[config.mk]
export PLATFORM = sky130hd
export DESIGN_NAME = jbia_tap
export DESIGN_NICKNAME = d
export VERILOG_FILES = /design/src/jbia_tap.v
export VERILOG_INCLUDE_DIRS = /design/src
export SDC_FILE = /design/constraint.sdc
export NUM_CORES = 1
export LEC_CHECK = 0
export BUFFER_PORTS_ARGS = -buffer_cell sky130_fd_sc_hd__buf_2
export CAP_MARGIN = 5
export CORE_UTILIZATION = 48
export CTS_CLUSTER_DIAMETER = 60
export DETAILED_ROUTE_END_ITERATION = 10
export PLACE_DENSITY = 0.81
export SETUP_SLACK_MARGIN = 0.5
export SYNTH_ARGS = -nofsm -noshare
export SYNTH_HDL_FRONTEND = slang
export SYNTH_SLANG_ARGS = --single-unit
[constraint.sdc]
create_clock -name i_core_clk -period 2.7 [get_ports i_core_clk]
set_clock_uncertainty 0.15 [all_clocks]
set_input_delay 0.405 -clock i_core_clk [delete_from_list [all_inputs] [get_ports i_core_clk]]
set_output_delay 0.405 -clock i_core_clk [all_outputs]
set_load 0.05 [all_outputs]
[src/jbia_defines.vh]
`ifndef JBIA_DEFINES_VH
`define JBIA_DEFINES_VH

// Instruction codes, 16-bit instruction register
`define JBIA_IR_W          16
`define JBIA_IR_EXTEST     16'h0000
`define JBIA_IR_SAMPLE     16'h0002
`define JBIA_IR_IDCODE     16'h0004
`define JBIA_IR_BYPASS     16'hffff
`define JBIA_IR_FLASH_CTL  16'h0082
`define JBIA_IR_FLASH_DAT  16'h0083
`define JBIA_IR_FLASH_ADR  16'h0084
`define JBIA_IR_CAPTURE    16'h0001
`define JBIA_IR_RESET      16'h0004

// Boundary segment: positions 90 to 137, ports 5 to 7
`define JBIA_BSR_FIRST     90
`define JBIA_BSR_W         48
`define JBIA_PIN_W         24

// Indirect data register layout
`define JBIA_IND_W         20
`define JBIA_IND_OP_HI     19
`define JBIA_IND_OP_LO     18
`define JBIA_IND_PAY_W     18
`define JBIA_OP_READ       2'h2
`define JBIA_OP_WRITE      2'h3

// Target selects for the indirect registers
`define JBIA_SEL_CTL       2'h0
`define JBIA_SEL_DAT       2'h1
`define JBIA_SEL_ADR       2'h2

// Register port
`define JBIA_REG_STATUS    2'h0
`define JBIA_REG_CTRL      2'h1
`define JBIA_CTRL_RESET    8'h01

`endif

[src/jbia_tap.v]
// The implementer's own choices: the strobed register port and the register offsets.
`timescale 1ns/1ps
`include "jbia_defines.vh"

//////////////////////////////////////////////////////////////////////////////
// Contract
// RQ1 - Even cells 90-104 hold port-5 enables, odd cells 91-105 port-5 data.
// RQ2 - Even cells 106-120 hold port-6 enables, odd cells 107-121 port-6 data.
// RQ3 - Even cells 122-136 hold port-7 enables, odd cells 123-137 port-7 data.
// RQ4 - External test captures and updates; sample only captures.
// RQ5 - During external test every input to the core reads as one.
// RQ6 - Bypass instruction puts the one-stage bypass register between TDI and TDO.
// RQ7 - Identity instruction selects the 32-bit device identity register.
// RQ8 - Host loads the selection code before shifting an indirect command.
// RQ9 - Inbound command is 20 bits: opcode in 19:18, payload in 17:0.
// RQ10 - Opcode 0x polls, 10 reads, 11 writes.
// RQ11 - Poll captures but never updates; one-bit shift shows busy.
// RQ12 - A read starts after just the two opcode bits; host then polls.
// RQ13 - Writes carry up to 18 bits, left-justified at bit 17.
// RQ14 - Host polls busy after a write before the next operation.
// RQ15 - Host keeps the instruction unchanged while an operation is busy.
// RQ16 - Outbound word: zero in 19, read payload in 18:1, busy in 0.
// RQ17 - Busy rises when an operation starts and falls when it completes.
// RQ18 - Commands while busy are held and start when busy is read low.
// RQ19 - After busy reads low the next 18 bits give the right-justified result.
// RQ20 - Instruction register is 16 bits and selects the data register.
// RQ21 - Boundary register is one serial shift chain over the pin cells.
module jbia_tap #(
   parameter [31:0] DEVICE_ID = 32'h0a5c_3e11 // Arbitrary value, bit 0 set
)(
   // Clock and reset
   input  wire        i_core_clk,
   input  wire        i_rst,
   // Test access pins
   input  wire        i_tck,
   input  wire        i_tms,
   input  wire        i_tdi,
   output reg         o_tdo,
   output reg         o_tdo_oe,
   // Core side of ports 5 to 7
   input  wire [23:0] i_core_oe,
   input  wire [23:0] i_core_out,
   output reg  [23:0] o_core_in,
   // Pin side of ports 5 to 7
   input  wire [23:0] i_pin_in,
   output reg  [23:0] o_pin_oe,
   output reg  [23:0] o_pin_out,
   // Indirect flash register target
   output reg         o_ind_req,
   output reg         o_ind_write,
   output reg  [1:0]  o_ind_sel,
   output reg  [17:0] o_ind_wdata,
   input  wire        i_ind_done,
   input  wire [17:0] i_ind_rdata,
   // Register port
   input  wire [1:0]  i_reg_addr,
   input  wire [7:0]  i_reg_wdata,
   input  wire        i_reg_wr,
   input  wire        i_reg_rd,
   output reg  [7:0]  o_reg_rdata
);

   // One-hot TAP controller states
   localparam [15:0] S_TLR   = 16'h0001;
   localparam [15:0] S_RTI   = 16'h0002;
   localparam [15:0] S_SELDR = 16'h0004;
   localparam [15:0] S_CAPDR = 16'h0008;
   localparam [15:0] S_SHDR  = 16'h0010;
   localparam [15:0] S_EX1DR = 16'h0020;
   localparam [15:0] S_PADR  = 16'h0040;
   localparam [15:0] S_EX2DR = 16'h0080;
   localparam [15:0] S_UPDR  = 16'h0100;
   localparam [15:0] S_SELIR = 16'h0200;
   localparam [15:0] S_CAPIR = 16'h0400;
   localparam [15:0] S_SHIR  = 16'h0800;
   localparam [15:0] S_EX1IR = 16'h1000;
   localparam [15:0] S_PAIR  = 16'h2000;
   localparam [15:0] S_EX2IR = 16'h4000;
   localparam [15:0] S_UPIR  = 16'h8000;

   reg  [2:0]  tck_sync;
   reg  [1:0]  tms_sync, tdi_sync;
   reg  [23:0] pin_s1, pin_s2;
   reg  [15:0] state, next_state, ir, ir_sr;
   reg  [47:0] bsr_sr, bsr_upd;
   reg  [31:0] id_sr;
   reg  [19:0] ind_sr, pend_cmd;
   reg  [17:0] read_payload;
   reg  [7:0]  ctrl;
   reg         byp_sr, ind_busy, ind_pending, dr_lsb;
   wire [47:0] bsr_cap;
   wire        tck_rise, tck_fall, tms, tdi;
   wire        extest_active, sample_active, bsr_sel, id_sel, ind_sel, ind_enable;
   wire [1:0]  next_target, indirect_operation_code;

   //////////////////////////////////////////////////////////////////////////
   // Synchronisers; port pins run through reset so the core never sees stale zeros after it
   always @(posedge i_core_clk)
   begin
      pin_s1 <= i_pin_in;
      pin_s2 <= pin_s1;
      if (i_rst)
      begin
         tck_sync <= 3'h0;
         tms_sync <= 2'h3;
         tdi_sync <= 2'h3;
      end
      else
      begin
         tck_sync <= {tck_sync[1:0], i_tck};
         tms_sync <= {tms_sync[0], i_tms};
         tdi_sync <= {tdi_sync[0], i_tdi};
      end
   end

   assign tck_rise = tck_sync[1] & ~tck_sync[2];
   assign tck_fall = ~tck_sync[1] & tck_sync[2];
   assign tms      = tms_sync[1];
   assign tdi      = tdi_sync[1];

   //////////////////////////////////////////////////////////////////////////
   // Instruction decode
   // RQ20 selection by instruction code
   assign extest_active = (ir == `JBIA_IR_EXTEST);
   assign sample_active = (ir == `JBIA_IR_SAMPLE);
   assign bsr_sel       = extest_active | sample_active;
   assign id_sel        = (ir == `JBIA_IR_IDCODE);
   assign ind_sel       = (ir == `JBIA_IR_FLASH_CTL) | (ir == `JBIA_IR_FLASH_DAT) | (ir == `JBIA_IR_FLASH_ADR);
   assign next_target   = (ir == `JBIA_IR_FLASH_CTL) ? `JBIA_SEL_CTL :
                          (ir == `JBIA_IR_FLASH_DAT) ? `JBIA_SEL_DAT : `JBIA_SEL_ADR;
   assign ind_enable    = ctrl[0];
   // RQ9 opcode sits in the top two bits
   assign indirect_operation_code = ind_sr[`JBIA_IND_OP_HI:`JBIA_IND_OP_LO];

   //////////////////////////////////////////////////////////////////////////
   // TAP controller next state
   always @*
   begin
      case (state)
         S_TLR:   next_state = tms ? S_TLR   : S_RTI;
         S_RTI:   next_state = tms ? S_SELDR : S_RTI;
         S_SELDR: next_state = tms ? S_SELIR : S_CAPDR;
         S_CAPDR: next_state = tms ? S_EX1DR : S_SHDR;
         S_SHDR:  next_state = tms ? S_EX1DR : S_SHDR;
         S_EX1DR: next_state = tms ? S_UPDR  : S_PADR;
         S_PADR:  next_state = tms ? S_EX2DR : S_PADR;
         S_EX2DR: next_state = tms ? S_UPDR  : S_SHDR;
         S_UPDR:  next_state = tms ? S_SELDR : S_RTI;
         S_SELIR: next_state = tms ? S_TLR   : S_CAPIR;
         S_CAPIR: next_state = tms ? S_EX1IR : S_SHIR;
         S_SHIR:  next_state = tms ? S_EX1IR : S_SHIR;
         S_EX1IR: next_state = tms ? S_UPIR  : S_PAIR;
         S_PAIR:  next_state = tms ? S_EX2IR : S_PAIR;
         S_EX2IR: next_state = tms ? S_UPIR  : S_SHIR;
         S_UPIR:  next_state = tms ? S_SELDR : S_RTI;
         default: next_state = S_TLR;
      endcase
   end

   // Serial bit presented on TDO for the selected data register
   always @*
   begin
      if (bsr_sel)
         dr_lsb = bsr_sr[0];
      else if (id_sel)
         dr_lsb = id_sr[0];
      else if (ind_sel)
         dr_lsb = ind_sr[0];
      else
         dr_lsb = byp_sr;
   end

   //////////////////////////////////////////////////////////////////////////
   // TAP actions, shift chains and the indirect engine
   always @(posedge i_core_clk)
   begin
      if (i_rst)
      begin
         state        <= S_TLR;
         ir           <= `JBIA_IR_RESET;
         ir_sr        <= `JBIA_IR_CAPTURE;
         bsr_sr       <= 48'h000000000000;
         bsr_upd      <= 48'h000000000000;
         id_sr        <= 32'h00000000;
         byp_sr       <= 1'b0;
         ind_sr       <= 20'h00000;
         read_payload <= 18'h00000;
         ind_busy     <= 1'b0;
         ind_pending  <= 1'b0;
         pend_cmd     <= 20'h00000;
         o_ind_req    <= 1'b0;
         o_ind_write  <= 1'b0;
         o_ind_sel    <= `JBIA_SEL_CTL;
         o_ind_wdata  <= 18'h00000;
         o_tdo        <= 1'b0;
         o_tdo_oe     <= 1'b0;
      end
      else
      begin
         o_ind_req <= 1'b0;
         // RQ17 completion drops busy and keeps the result
         if (i_ind_done && ind_busy)
         begin
            ind_busy     <= 1'b0;
            read_payload <= i_ind_rdata;
         end
         // TDO changes on the falling TCK edge so the host samples it stable
         if (tck_fall)
         begin
            o_tdo    <= (state == S_SHIR) ? ir_sr[0] : dr_lsb;
            o_tdo_oe <= (state == S_SHIR) | (state == S_SHDR);
         end
         if (tck_rise)
         begin
            state <= next_state;
            case (state)
               S_TLR:
                  ir <= `JBIA_IR_RESET;
               S_CAPIR:
                  ir_sr <= `JBIA_IR_CAPTURE;
               S_SHIR:
                  ir_sr <= {tdi, ir_sr[15:1]};
               S_UPIR:
                  ir <= ir_sr;
               S_CAPDR:
               begin
                  // RQ4 both boundary instructions capture
                  bsr_sr <= bsr_cap;
                  // RQ7 identity register loads for shift-out
                  id_sr  <= DEVICE_ID;
                  // RQ6 bypass stage captures zero
                  byp_sr <= 1'b0;
                  // RQ16 outbound word layout
                  ind_sr <= {1'b0, read_payload, ind_busy};
                  // RQ18 held command starts once busy is read low
                  if (ind_sel && ind_pending && !ind_busy)
                  begin
                     ind_pending <= 1'b0;
                     ind_busy    <= 1'b1;
                     o_ind_req   <= 1'b1;
                     o_ind_write <= pend_cmd[`JBIA_IND_OP_LO];
                     o_ind_wdata <= pend_cmd[17:0];
                     o_ind_sel   <= next_target;
                  end
               end
               S_SHDR:
               begin
                  // RQ21 one serial boundary chain
                  bsr_sr <= {tdi, bsr_sr[47:1]};
                  id_sr  <= {tdi, id_sr[31:1]};
                  byp_sr <= tdi;
                  // RQ19 result bits follow busy out of bit 0
                  ind_sr <= {tdi, ind_sr[19:1]};
               end
               S_UPDR:
               begin
                  // RQ4 only external test drives the update stage
                  if (extest_active)
                     bsr_upd <= bsr_sr;
                  // RQ10 RQ11 only 10 and 11 reach the target
                  if (ind_sel && ind_enable && indirect_operation_code[1])
                  begin
                     // RQ18 a busy engine only remembers the command
                     if (ind_busy)
                     begin
                        ind_pending <= 1'b1;
                        pend_cmd    <= ind_sr;
                     end
                     else
                     begin
                        // RQ12 RQ13 start with the payload already at 17:0
                        ind_busy    <= 1'b1;
                        o_ind_req   <= 1'b1;
                        o_ind_write <= indirect_operation_code[0];
                        o_ind_wdata <= ind_sr[17:0];
                        o_ind_sel   <= next_target;
                     end
                  end
               end
               default:
                  ir <= ir;
            endcase
         end
      end
   end

   //////////////////////////////////////////////////////////////////////////
   // Boundary cells: cell 2i is the enable, cell 2i+1 the data of pin i
   genvar gi;
   generate
      for (gi = 0; gi < `JBIA_PIN_W; gi = gi + 1)
      begin : g_cell
         // RQ1 RQ2 RQ3 capture enables from core, data from the pin
         assign bsr_cap[2*gi]   = i_core_oe[gi];
         assign bsr_cap[2*gi+1] = pin_s2[gi];
         always @(posedge i_core_clk)
         begin
            if (i_rst)
            begin
               o_pin_oe[gi]  <= 1'b0;
               o_pin_out[gi] <= 1'b0;
               o_core_in[gi] <= 1'b1;
            end
            else
            begin
               // RQ1 RQ2 RQ3 update stage drives the pins in external test
               o_pin_oe[gi]  <= extest_active ? bsr_upd[2*gi]   : i_core_oe[gi];
               o_pin_out[gi] <= extest_active ? bsr_upd[2*gi+1] : i_core_out[gi];
               // RQ5 core sees ones so pin values stay out of it
               o_core_in[gi] <= extest_active ? 1'b1 : pin_s2[gi];
            end
         end
      end
   endgenerate

   //////////////////////////////////////////////////////////////////////////
   // Register port: control steers the indirect engine, status shows it
   always @(posedge i_core_clk)
   begin
      if (i_rst)
      begin
         ctrl        <= `JBIA_CTRL_RESET;
         o_reg_rdata <= 8'h00;
      end
      else
      begin
         if (i_reg_wr && (i_reg_addr == `JBIA_REG_CTRL))
            ctrl <= {7'h00, i_reg_wdata[0]};
         if (i_reg_rd && (i_reg_addr == `JBIA_REG_STATUS))
            o_reg_rdata <= {4'h0, ind_pending, ind_busy, extest_active, ind_sel};
         else if (i_reg_rd && (i_reg_addr == `JBIA_REG_CTRL))
            o_reg_rdata <= ctrl;
         else
            o_reg_rdata <= 8'h00; // Unmapped reads and idle cycles give zero
      end
   end

endmodule

== Yosys cells after proc, flatten, opt, wreduce, memory -nomap -nowiden ==
Cells that the tools add are included.

* Register bits: 392
* Bits of input ports: 108
* Output and inout bits: 104
* Word-level logic and storage cells: 260

* Equal/unequal tests: 26
* Muxes and demuxes: 101
* Bitwise logic cells: 9
* Reduce and logical (&&, ||, !) cells: 27

{| class="wikitable"
|+ Operator list
! operator !! count
|-
| 16-bit case mux with 12 select lines || 1
|-
| 48-bit case mux with 2 select lines || 1
|-
| 1-bit 2-to-1 mux || 67
|-
| 16-bit by 8-bit equality test with 1-bit output (second input constant) || 4
|-
| 16-bit case mux with 2 select lines || 2
|-
| 32-bit case mux with 2 select lines || 1
|-
| 18-bit 2-to-1 mux || 3
|-
| 20-bit case mux with 2 select lines || 1
|-
| 18-bit case mux with 2 select lines || 1
|-
| 16-bit by 2-bit equality test with 1-bit output (second input constant) || 2
|-
| 16-bit by 3-bit equality test with 1-bit output (second input constant) || 2
|-
| 16-bit 2-to-1 mux || 2
|-
| 9-bit 2-to-1 mux || 2
|-
| 16-bit by 1-bit equality test with 1-bit output (second input constant) || 1
|-
| 16-bit by 10-bit equality test with 1-bit output (second input constant) || 1
|-
| 16-bit by 11-bit equality test with 1-bit output (second input constant) || 1
|-
| 16-bit by 12-bit equality test with 1-bit output (second input constant) || 1
|-
| 16-bit by 13-bit equality test with 1-bit output (second input constant) || 1
|-
| 16-bit by 14-bit equality test with 1-bit output (second input constant) || 1
|-
| 16-bit by 15-bit equality test with 1-bit output (second input constant) || 1
|-
| 16-bit equality test (second input constant) || 1
|-
| 16-bit by 4-bit equality test with 1-bit output (second input constant) || 1
|-
| 16-bit by 5-bit equality test with 1-bit output (second input constant) || 1
|-
| 16-bit by 6-bit equality test with 1-bit output (second input constant) || 1
|-
| other kinds (29) || 63
|}

== Logic depth before layout (Yosys ltp) ==
Gate-level depths: netlist (run 1).

* Depth in word-level cells: 8
* Depth in mapped cells: 9
* Depth with buffers taken out: 5

== Worst setup path after synthesis (run 1) ==
No wires, ideal clock.

* Path type: reg-to-reg
* Start: reg state[12]
* End: reg bsr_upd[27]
* Setup time: 0.132 ns
* Arrival time: 2.020 ns
* Required time: 2.418 ns
* Setup slack: 0.397 ns
* Stages on the path, launching flop included: 9
* Path buffers: 3
* Period minus slack after synthesis: 2.303 ns
* Cells stage by stage: dfxtp_1 buf_2 nor4_4 nand4_2 or4_1 buf_2 buf_6 nand2_1 a21oi_1

* Cells in the longest elaborated chain, start to end: 2

{| class="wikitable"
|+ RTL lines
! item !! line !! source
|-
| from (decl) || jbia_tap.v:84 || <nowiki>reg [15:0] state, next_state, ir, ir_sr;</nowiki>
|-
| from (signal assigned) || jbia_tap.v:215 || <nowiki>state <= next_state;</nowiki>
|-
| 16-bit by 9-bit equality test with 1-bit output || jbia_tap.v:216 || <nowiki>case (state)</nowiki>
|-
| 3-bit AND reduction (no line) || n/a ||
|-
| to (signal assigned) || jbia_tap.v:259 || <nowiki>bsr_upd <= bsr_sr;</nowiki>
|-
| to (decl) || jbia_tap.v:85 || <nowiki>reg [47:0] bsr_sr, bsr_upd;</nowiki>
|}

No other way between the ends.
A chain may end at the register's enable or synchronous reset.

== Worst setup path in the final report (run 1) ==
* Start: reg state[15]
* End: reg bsr_upd[28]

The elaborated chain is that of the path after synthesis.

==> results of run 1 <==
==> where the power goes <==
group	total, mW	internal [mW]	switching [mW]
registers	5.90	5.85	0.0487
logic	0.776	0.272	0.504
clock network	6.11	3.66	2.45
==> kinds of logic after synthesis <==
group                     after synthesis  share of synthesized area
and+or+nand+nor                       653                      0.206
xor gates and xnor gates                7                    0.00430
buffers and inverters                 128                     0.0381
other                                   1                   0.000263
DFF                                   390                      0.547
AOI/OAI and AO/OA                     309                      0.125
muxes                                 104                     0.0788
==> synthesized netlist by cell type, types with 3 or more instances <==
cell / number
nor4b_1: 5
inv_1: 4
nor4_1: 35
xor2_1: 5
a31o_1: 7
dfxtp_1: 390
nor4_4: 4
nand4_1: 5
or2_2: 6
and2_1: 4
nand4b_1: 3
clkbuf_1: 87
buf_2: 27
o22ai_1: 4
mux2i_1: 38
nand2_1: 419
a22o_1: 15
nand3_1: 7
and3_1: 6
nor3_1: 18
a31o_2: 13
mux2_2: 66
a21oi_1: 217
buf_4: 4
nor2_1: 86
buf_1: 4
nor2b_1: 8
nand2b_1: 5
or3_1: 26
a22oi_1: 19
o21ai_0: 16
or4_1: 4
==> area by class of cell <==
class                   instances  share of cell area
clock buffers                  56              0.0588
repair buffers                402               0.174
multi-input cells            1085               0.351
clock inverters                17              0.0123
inverters                       4            0.000727
well taps                     384              0.0233
flip-flops and latches        390               0.380
==> final timing paths <==
path	startpoint	end	slack (ns)	cells past startpoint
max	state[15]$_SDFFE_PP0P_	bsr_upd[28]$_SDFFE_PP0P_	0.26	9
min	i_ind_done	ind_busy$_SDFF_PP0_	0.002	3
max reg2reg	state[15]$_SDFFE_PP0P_	bsr_upd[28]$_SDFFE_PP0P_	0.26	9
min reg2reg	pin_s1[21]$_DFF_P_	pin_s2[21]$_DFF_P_	0.17	0
==> sequential cells by signal, summed over array words and instances (netlist names), 3 cells and up <==
register	flops
id_sr	32
o_ind_wdata	18
o_pin_oe	24
bsr_sr	48
o_reg_rdata	4
pin_s1	24
ir	16
o_core_in	24
bsr_upd	48
pend_cmd	19
ir_sr	16
read_payload	18
pin_s2	24
state	16
ind_sr	19
o_pin_out	24
tck_sync	3
==> through the flow <==
step / power, mW / setup slack (ns) / hold slack (ns) / utilization / instances
finish: 12.8 / 0.258 / 0.00215 / 0.713 / 2338
global route: 13.0 / 0.212 / 0.0187 / 0.713 / 2338
CTS: 12.6 / 0.464 / 0.00166 / 0.658 / 2291
detailed placement: 6.61 / 0.0773 / 0.162 / 0.540 / 2086
global placement: 6.60 / 0.169 / 0.160 / 0.540 / 2086
floorplan: 6.42 / 0.449 / 0.160 / - / 1595
==> timing repair <==
| item | in CTS | in global routing |
|---|---|---|
| pin swaps | 24 | 119 |
| hold buffers | 88 | 0 |
| gates cloned | 16 | 29 |
| gates resized for setup | 102 | 272 |
| endpoints found under the hold margin | 87 | 0 |
| setup endpoints to repair | 207 | 230 |
| setup buffers | 28 | 18 |
==> critical path, stage by stage, from the launching register on <==
cell and delay, ns:
dfxtp_4 0.35, nor4_4 0.37, buf_4 0.22, nand4_4 0.11
buf_6 0.20, nor4_4 0.16, buf_6 0.19, clkbuf_16 0.19
nand2_1 0.08, a21oi_2 0.29
==> layer usage <==
| layer | vias up | track usage | wire length (um) |
|---|---|---|---|
| met4 | 0 | 0.110 | 4350 |
| met5 | - | 0 | 0 |
| met2 | 1231 | 0.476 | 25600 |
| met3 | 372 | 0.0516 | 6690 |
| li1 | 6115 | - | - |
| met1 | 6747 | 0.325 | 18400 |
==> results.py, run 1 <==
metrics = {
    "die": {
        "chipWidth_um": 174,
        "io_pins": 212,
        "die_area_sq_um": 30400,
        "chipHeight_um": 174,
        "initial_core_util": 0.493,
        "rows": 62,
        "fp.coreArea_sq_um": 28900,
    },
    "cells_and_area": {
        "layout_commonest_cell": "dfxtp_1",
        "drive_above_1_share": 0.364,
        "seq_area_sq_um": 7850,
        "insertedDiodeCount": 0,
        "design_area_sq_um": 20600,
        "layout.nets": 2032,
        "area_growth_pct": 44.7,
        "num-fill-cells": 1653,
        "layout_common_cells": "dfxtp_1, nand2_1, buf_2",
        "multiInputGateArea_sq_um": 7240,
    },
    "detailed_routing": {
        "post_drt_via_cell_ratio": 6.19,
        "dr.pass1.iters": 9,
        "drc": 0,
        "wire_per_inst_um": 23.5,
        "ant_nets": 0,
        "wirelength_mm": 55.1,
        "first_iter_violations": 1763,
        "dr_total_vias": 14465,
    },
    "sta": {
        "min_period_ns": 2.44,
        "fin_crit_sh": 0.905,
        "maxSlewHeadroom": 0.379,
        "worstMarginPinSlew_ns": 0.931,
        "rsz0062_at_grt": "yes",
        "totalNegativeSetupSlack_ns": 0,
        "setup_violations": 0,
        "fmax_ghz": 0.409,
        "drv_slew": 0,
        "hold_viol_final": 0,
    },
    "clocking": {
        "clk_pin_slew_ns": 0.07,
        "max-clock-path-buffers": 3,
        "cts_made_buffers": 41,
        "cts_num_sinks": 390,
        "clock_latency_ns": 0.55,
        "htree_levels": 2,
        "cts_tree": "yes",
        "root_buffer": "clkbuf_16",
    },
    "critical_path": {
        "startpoint_type": "flip-flop",
        "path_class": "flip-flop to flip-flop",
        "cp_max_fo": 12,
        "critPathCaptureType": "flip-flop",
        "worst_ep_required_time_ns": 2.98,
        "arrival_ns": 2.73,
    },
    "placement": {
        "io_buffers": 200,
        "post_dp_cell_area_sq_um": 15600,
        "gp_congestion": 0.871,
        "dp_hpwl_mm": 21.0,
    },
    "logic_synthesis": {
        "ys_ff_latch": 390,
        "synth_area_sq_um": 14300,
        "ys_top_cells_by_area": "dfxtp_1, nand2_1, a21oi_1",
        "yosysUniqueCellTypes": 61,
        "synth_area_leader_cell": "dfxtp_1",
        "syn_area_per_cell_sq_um": 8.96,
        "ys.flop_type": "dfxtp_1",
        "async_reset_ff_frac": 0,
        "ys_seq_area_frac": 0.547,
        "synth_cells": 1592,
        "synth-edff-count": 0,
        "netlist.area_leader.share": 0.547,
        "ys_warn_count": 0,
    },
    "worst_hold_path": {
        "hold_class": "primary input to flip-flop",
    },
    "power": {
        "p_leak_nw": 8.39,
        "power_density_nw_per_um2": 619,
        "irDropWorstVdd_uv": 516,
    },
    "global_routing": {
        "grt_pass1_wl_mm": 67.3,
        "antenna_found_initial": 0,
        "grt_pass1_vias": 12864,
        "globalRouteOverflowTotal": 0,
        "grt_max_degree": 178,
        "track_usage": 0.272,
    },
    "flow_run": {
        "drv_cap": 0,
    },
    "status": {
        "status": "completed",
    },
}
Power figures use the tool's default switching activity.
==> inputs of run 2 (changes only) <==
--- a/config.mk
+++ b/config.mk
@@ -9,6 +9,7 @@
 export BUFFER_PORTS_ARGS = -buffer_cell sky130_fd_sc_hd__buf_2
 export CAP_MARGIN = 5
 export CORE_UTILIZATION = 48
+export CTS_BUF_LIST = sky130_fd_sc_hd__clkbuf_8
 export CTS_CLUSTER_DIAMETER = 60
 export DETAILED_ROUTE_END_ITERATION = 10
 export PLACE_DENSITY = 0.81
==> run 2 against run 1 <==
  * Wire length is 7.7% higher
  * Sequential share of layout area down 0.49 points
  * Die area unchanged
  * Count of clock-buffer cells in the layout grew 12
  * Worst setup slack worse by 0.056 ns
  * Final area rose by 1.4%
  * Critical path depth up 2
  * Hold slack improved by 0.12 ns
  * Cell count is 2.7% higher
  * Sequential cell count did not move
  * Register-to-register slack got worse by 0.06 ns
==> results.py, run 2 (synthesis results as in run 1) <==
metrics = {
    "power": {
        "irDropWorstVdd_uv": 389,
        "switchingPower_mw": 2.97,
        "power_density_nw_per_um2": 548,
        "switching_share": 0.259,
        "comb_power_share": 0.068,
        "p_leak_nw": 8.38,
        "power_frac_seq": 0.514,
        "clkPwrFrac": 0.418,
        "cellInternalPower_mw": 8.51,
    },
    "global_routing": {
        "globalRouteOverflowTotal": 0,
        "grt_pass1_vias": 12779,
        "antenna_found_initial": 3,
        "grt_pass1_wl_mm": 65.9,
        "grt_max_degree": 178,
        "track_usage": 0.267,
    },
    "status": {
        "status": "completed",
    },
    "clocking": {
        "max-clock-path-buffers": 3,
        "cts_num_sinks": 390,
        "root_buffer": "clkbuf_8",
        "cts_tree": "yes",
        "htree_levels": 2,
        "cts_made_buffers": 58,
        "clock_latency_ns": 0.66,
        "clk_pin_slew_ns": 0.07,
    },
    "cells_and_area": {
        "drive_above_1_share": 0.378,
        "top_regs": "bsr_sr (48), bsr_upd (48), id_sr (32)",
        "utilization": 0.723,
        "layout_common_cells": "dfxtp_1, nand2_1, buf_2",
        "layout.nets": 2086,
        "area_growth_pct": 46.7,
        "layout_commonest_cell": "dfxtp_1",
    },
    "detailed_routing": {
        "wirelength_mm": 59.3,
        "first_iter_violations": 1738,
        "ant_nets": 0,
        "post_drt_via_cell_ratio": 6.26,
        "wire_per_inst_um": 24.7,
        "dr_total_vias": 15021,
        "drc": 0,
        "dr.pass1.iters": 8,
    },
    "die": {
        "rows": 62,
        "chipHeight_um": 174,
        "io_pins": 212,
        "fp.coreArea_sq_um": 28900,
        "chipWidth_um": 174,
        "die_area_sq_um": 30400,
        "initial_core_util": 0.493,
    },
    "critical_path": {
        "startpoint_type": "flip-flop",
        "crit_chain": "nor4_4, buf_4, buf_6, nand4_4, buf_8, nor4_4, buf_6, buf_4, buf_6, nand2_1, a21oi_1",
        "worst_ep_required_time_ns": 3.12,
        "path_class": "flip-flop to flip-flop",
        "slowest_delay_ns": 0.34,
        "cpLargestDelayFamily": "buffers and inverters",
        "arrival_ns": 2.92,
        "cp_max_fo": 9,
        "cpMostUsedCell": "buf_6",
        "critPathCaptureType": "flip-flop",
        "worst-path-buf-inv": 6,
        "cpMaxStageDelayCell": "dfxtp_2",
    },
    "placement": {
        "dp_hpwl_mm": 21.0,
        "io_buffers": 200,
        "gp_congestion": 0.871,
        "pre_cts_slack_ns": 0.0773,
    },
    "sta": {
        "fin_crit_sh": 0.925,
        "totalNegativeSetupSlack_ns": 0,
        "rsz0062_at_grt": "yes",
        "worstMarginPinSlew_ns": 0.971,
        "drv_slew": 0,
        "hold_viol_final": 0,
        "fmax_ghz": 0.400,
        "maxSlewHeadroom": 0.352,
        "timing.final.ws_setup_ns": 0.202,
        "min_period_ns": 2.50,
        "setup_violations": 0,
    },
    "worst_hold_path": {
        "hold_class": "primary input to flip-flop",
    },
    "flow_run": {
        "drv_cap": 0,
    },
}
run 2: changes by cell type in the layout (fill, tap and decap cells not counted), moves of 6 or more:
| cell | previous run | this run |
|---|---|---|
| buf_12 | 16 | 24 |
| nand2_2 | 40 | 48 |
| buf_4 | 40 | 46 |
| nand2_4 | 20 | 43 |
| inv_1 | 3 | 24 |
| clkbuf_16 | 58 | 25 |
| mux2_2 | 45 | 62 |
| nand2_1 | 359 | 328 |
| clkbuf_8 | 11 | 68 |
| mux2_4 | 21 | 4 |
| nor2_4 | 13 | 7 |
| nor4_2 | 13 | 7 |
| dlygate4sd3_1 | 88 | 99 |
run 2: final cells by class:
cell class / instances / area, sq um
diodes: 1 / 2.50
clock buffers: 68 / 936
clock inverters: 30 / 178
fillers: 1646 / 8000
inverters: 4 / 15.0
multi-input cells: 1087 / 7320
flip-flops and latches: 390 / 7850
well taps: 384 / 480
repair buffers: 437 / 4150
run 2: metal layers:
metal	vias to the layer above	part of all wire	track usage
met5	-	0.00037	0
met4	4	0.092	0.124
met3	501	0.13	0.0501
met2	1282	0.45	0.459
met1	7015	0.33	0.320
li1	6219	-	-
run 2: power groups by stage:
stage	Sequential, mW	Clock [mW]	Combinational (mW)
finish	5.90	4.80	0.784
detailed placement	6.03	0	0.586
global placement	6.02	0	0.580
global route	5.90	5.03	0.811
CTS	5.90	4.68	0.704
floorplan	6.22	0	0.193
run 2: final timing paths:
| path | startpoint | endpoint | slack [ns] | depth (start not counted) |
|---|---|---|---|---|
| max | state[12]$_SDFFE_PP0P_ | bsr_upd[19]$_SDFFE_PP0P_ | 0.20 | 11 |
| min | i_rst | o_pin_out[18]$_SDFF_PP0_ | 0.12 | 2 |
| max reg2reg | state[12]$_SDFFE_PP0P_ | bsr_upd[19]$_SDFFE_PP0P_ | 0.20 | 11 |
| min reg2reg | pin_s1[20]$_DFF_P_ | pin_s2[20]$_DFF_P_ | 0.17 | 0 |
run 2: timing repair:
item,4_1_cts,5_1_grt
pin swaps,20,125
buffers inserted,27,30
hold endpoints to repair,97,0
setup endpoints to repair,212,218
gates cloned,13,47
resized for setup,68,345
hold buffers,99,0
run 2: stage by stage:
step / power, mW / hold WS [ns] / cell area [sq um] / std cells
after floorplan: 6.42 / 0.160 / 14300 / 1595
after global placement: 6.60 / 0.160 / 15600 / 2086
after detailed placement: 6.61 / 0.162 / 15600 / 2086
after CTS: 11.3 / 0.0779 / 18500 / 2323
after global routing: 11.7 / 0.161 / 20900 / 2400
final: 11.5 / 0.118 / 20900 / 2401
run 2: worst register-to-register path, stage by stage (launching register included):
cell     delay (ns)
dfxtp_2        0.34
nor4_4         0.31
buf_4          0.19
buf_6          0.11
nand4_4        0.13
buf_8          0.22
nor4_4         0.17
buf_6          0.23
buf_4          0.15
buf_6          0.12
nand2_1        0.10
a21oi_1        0.20
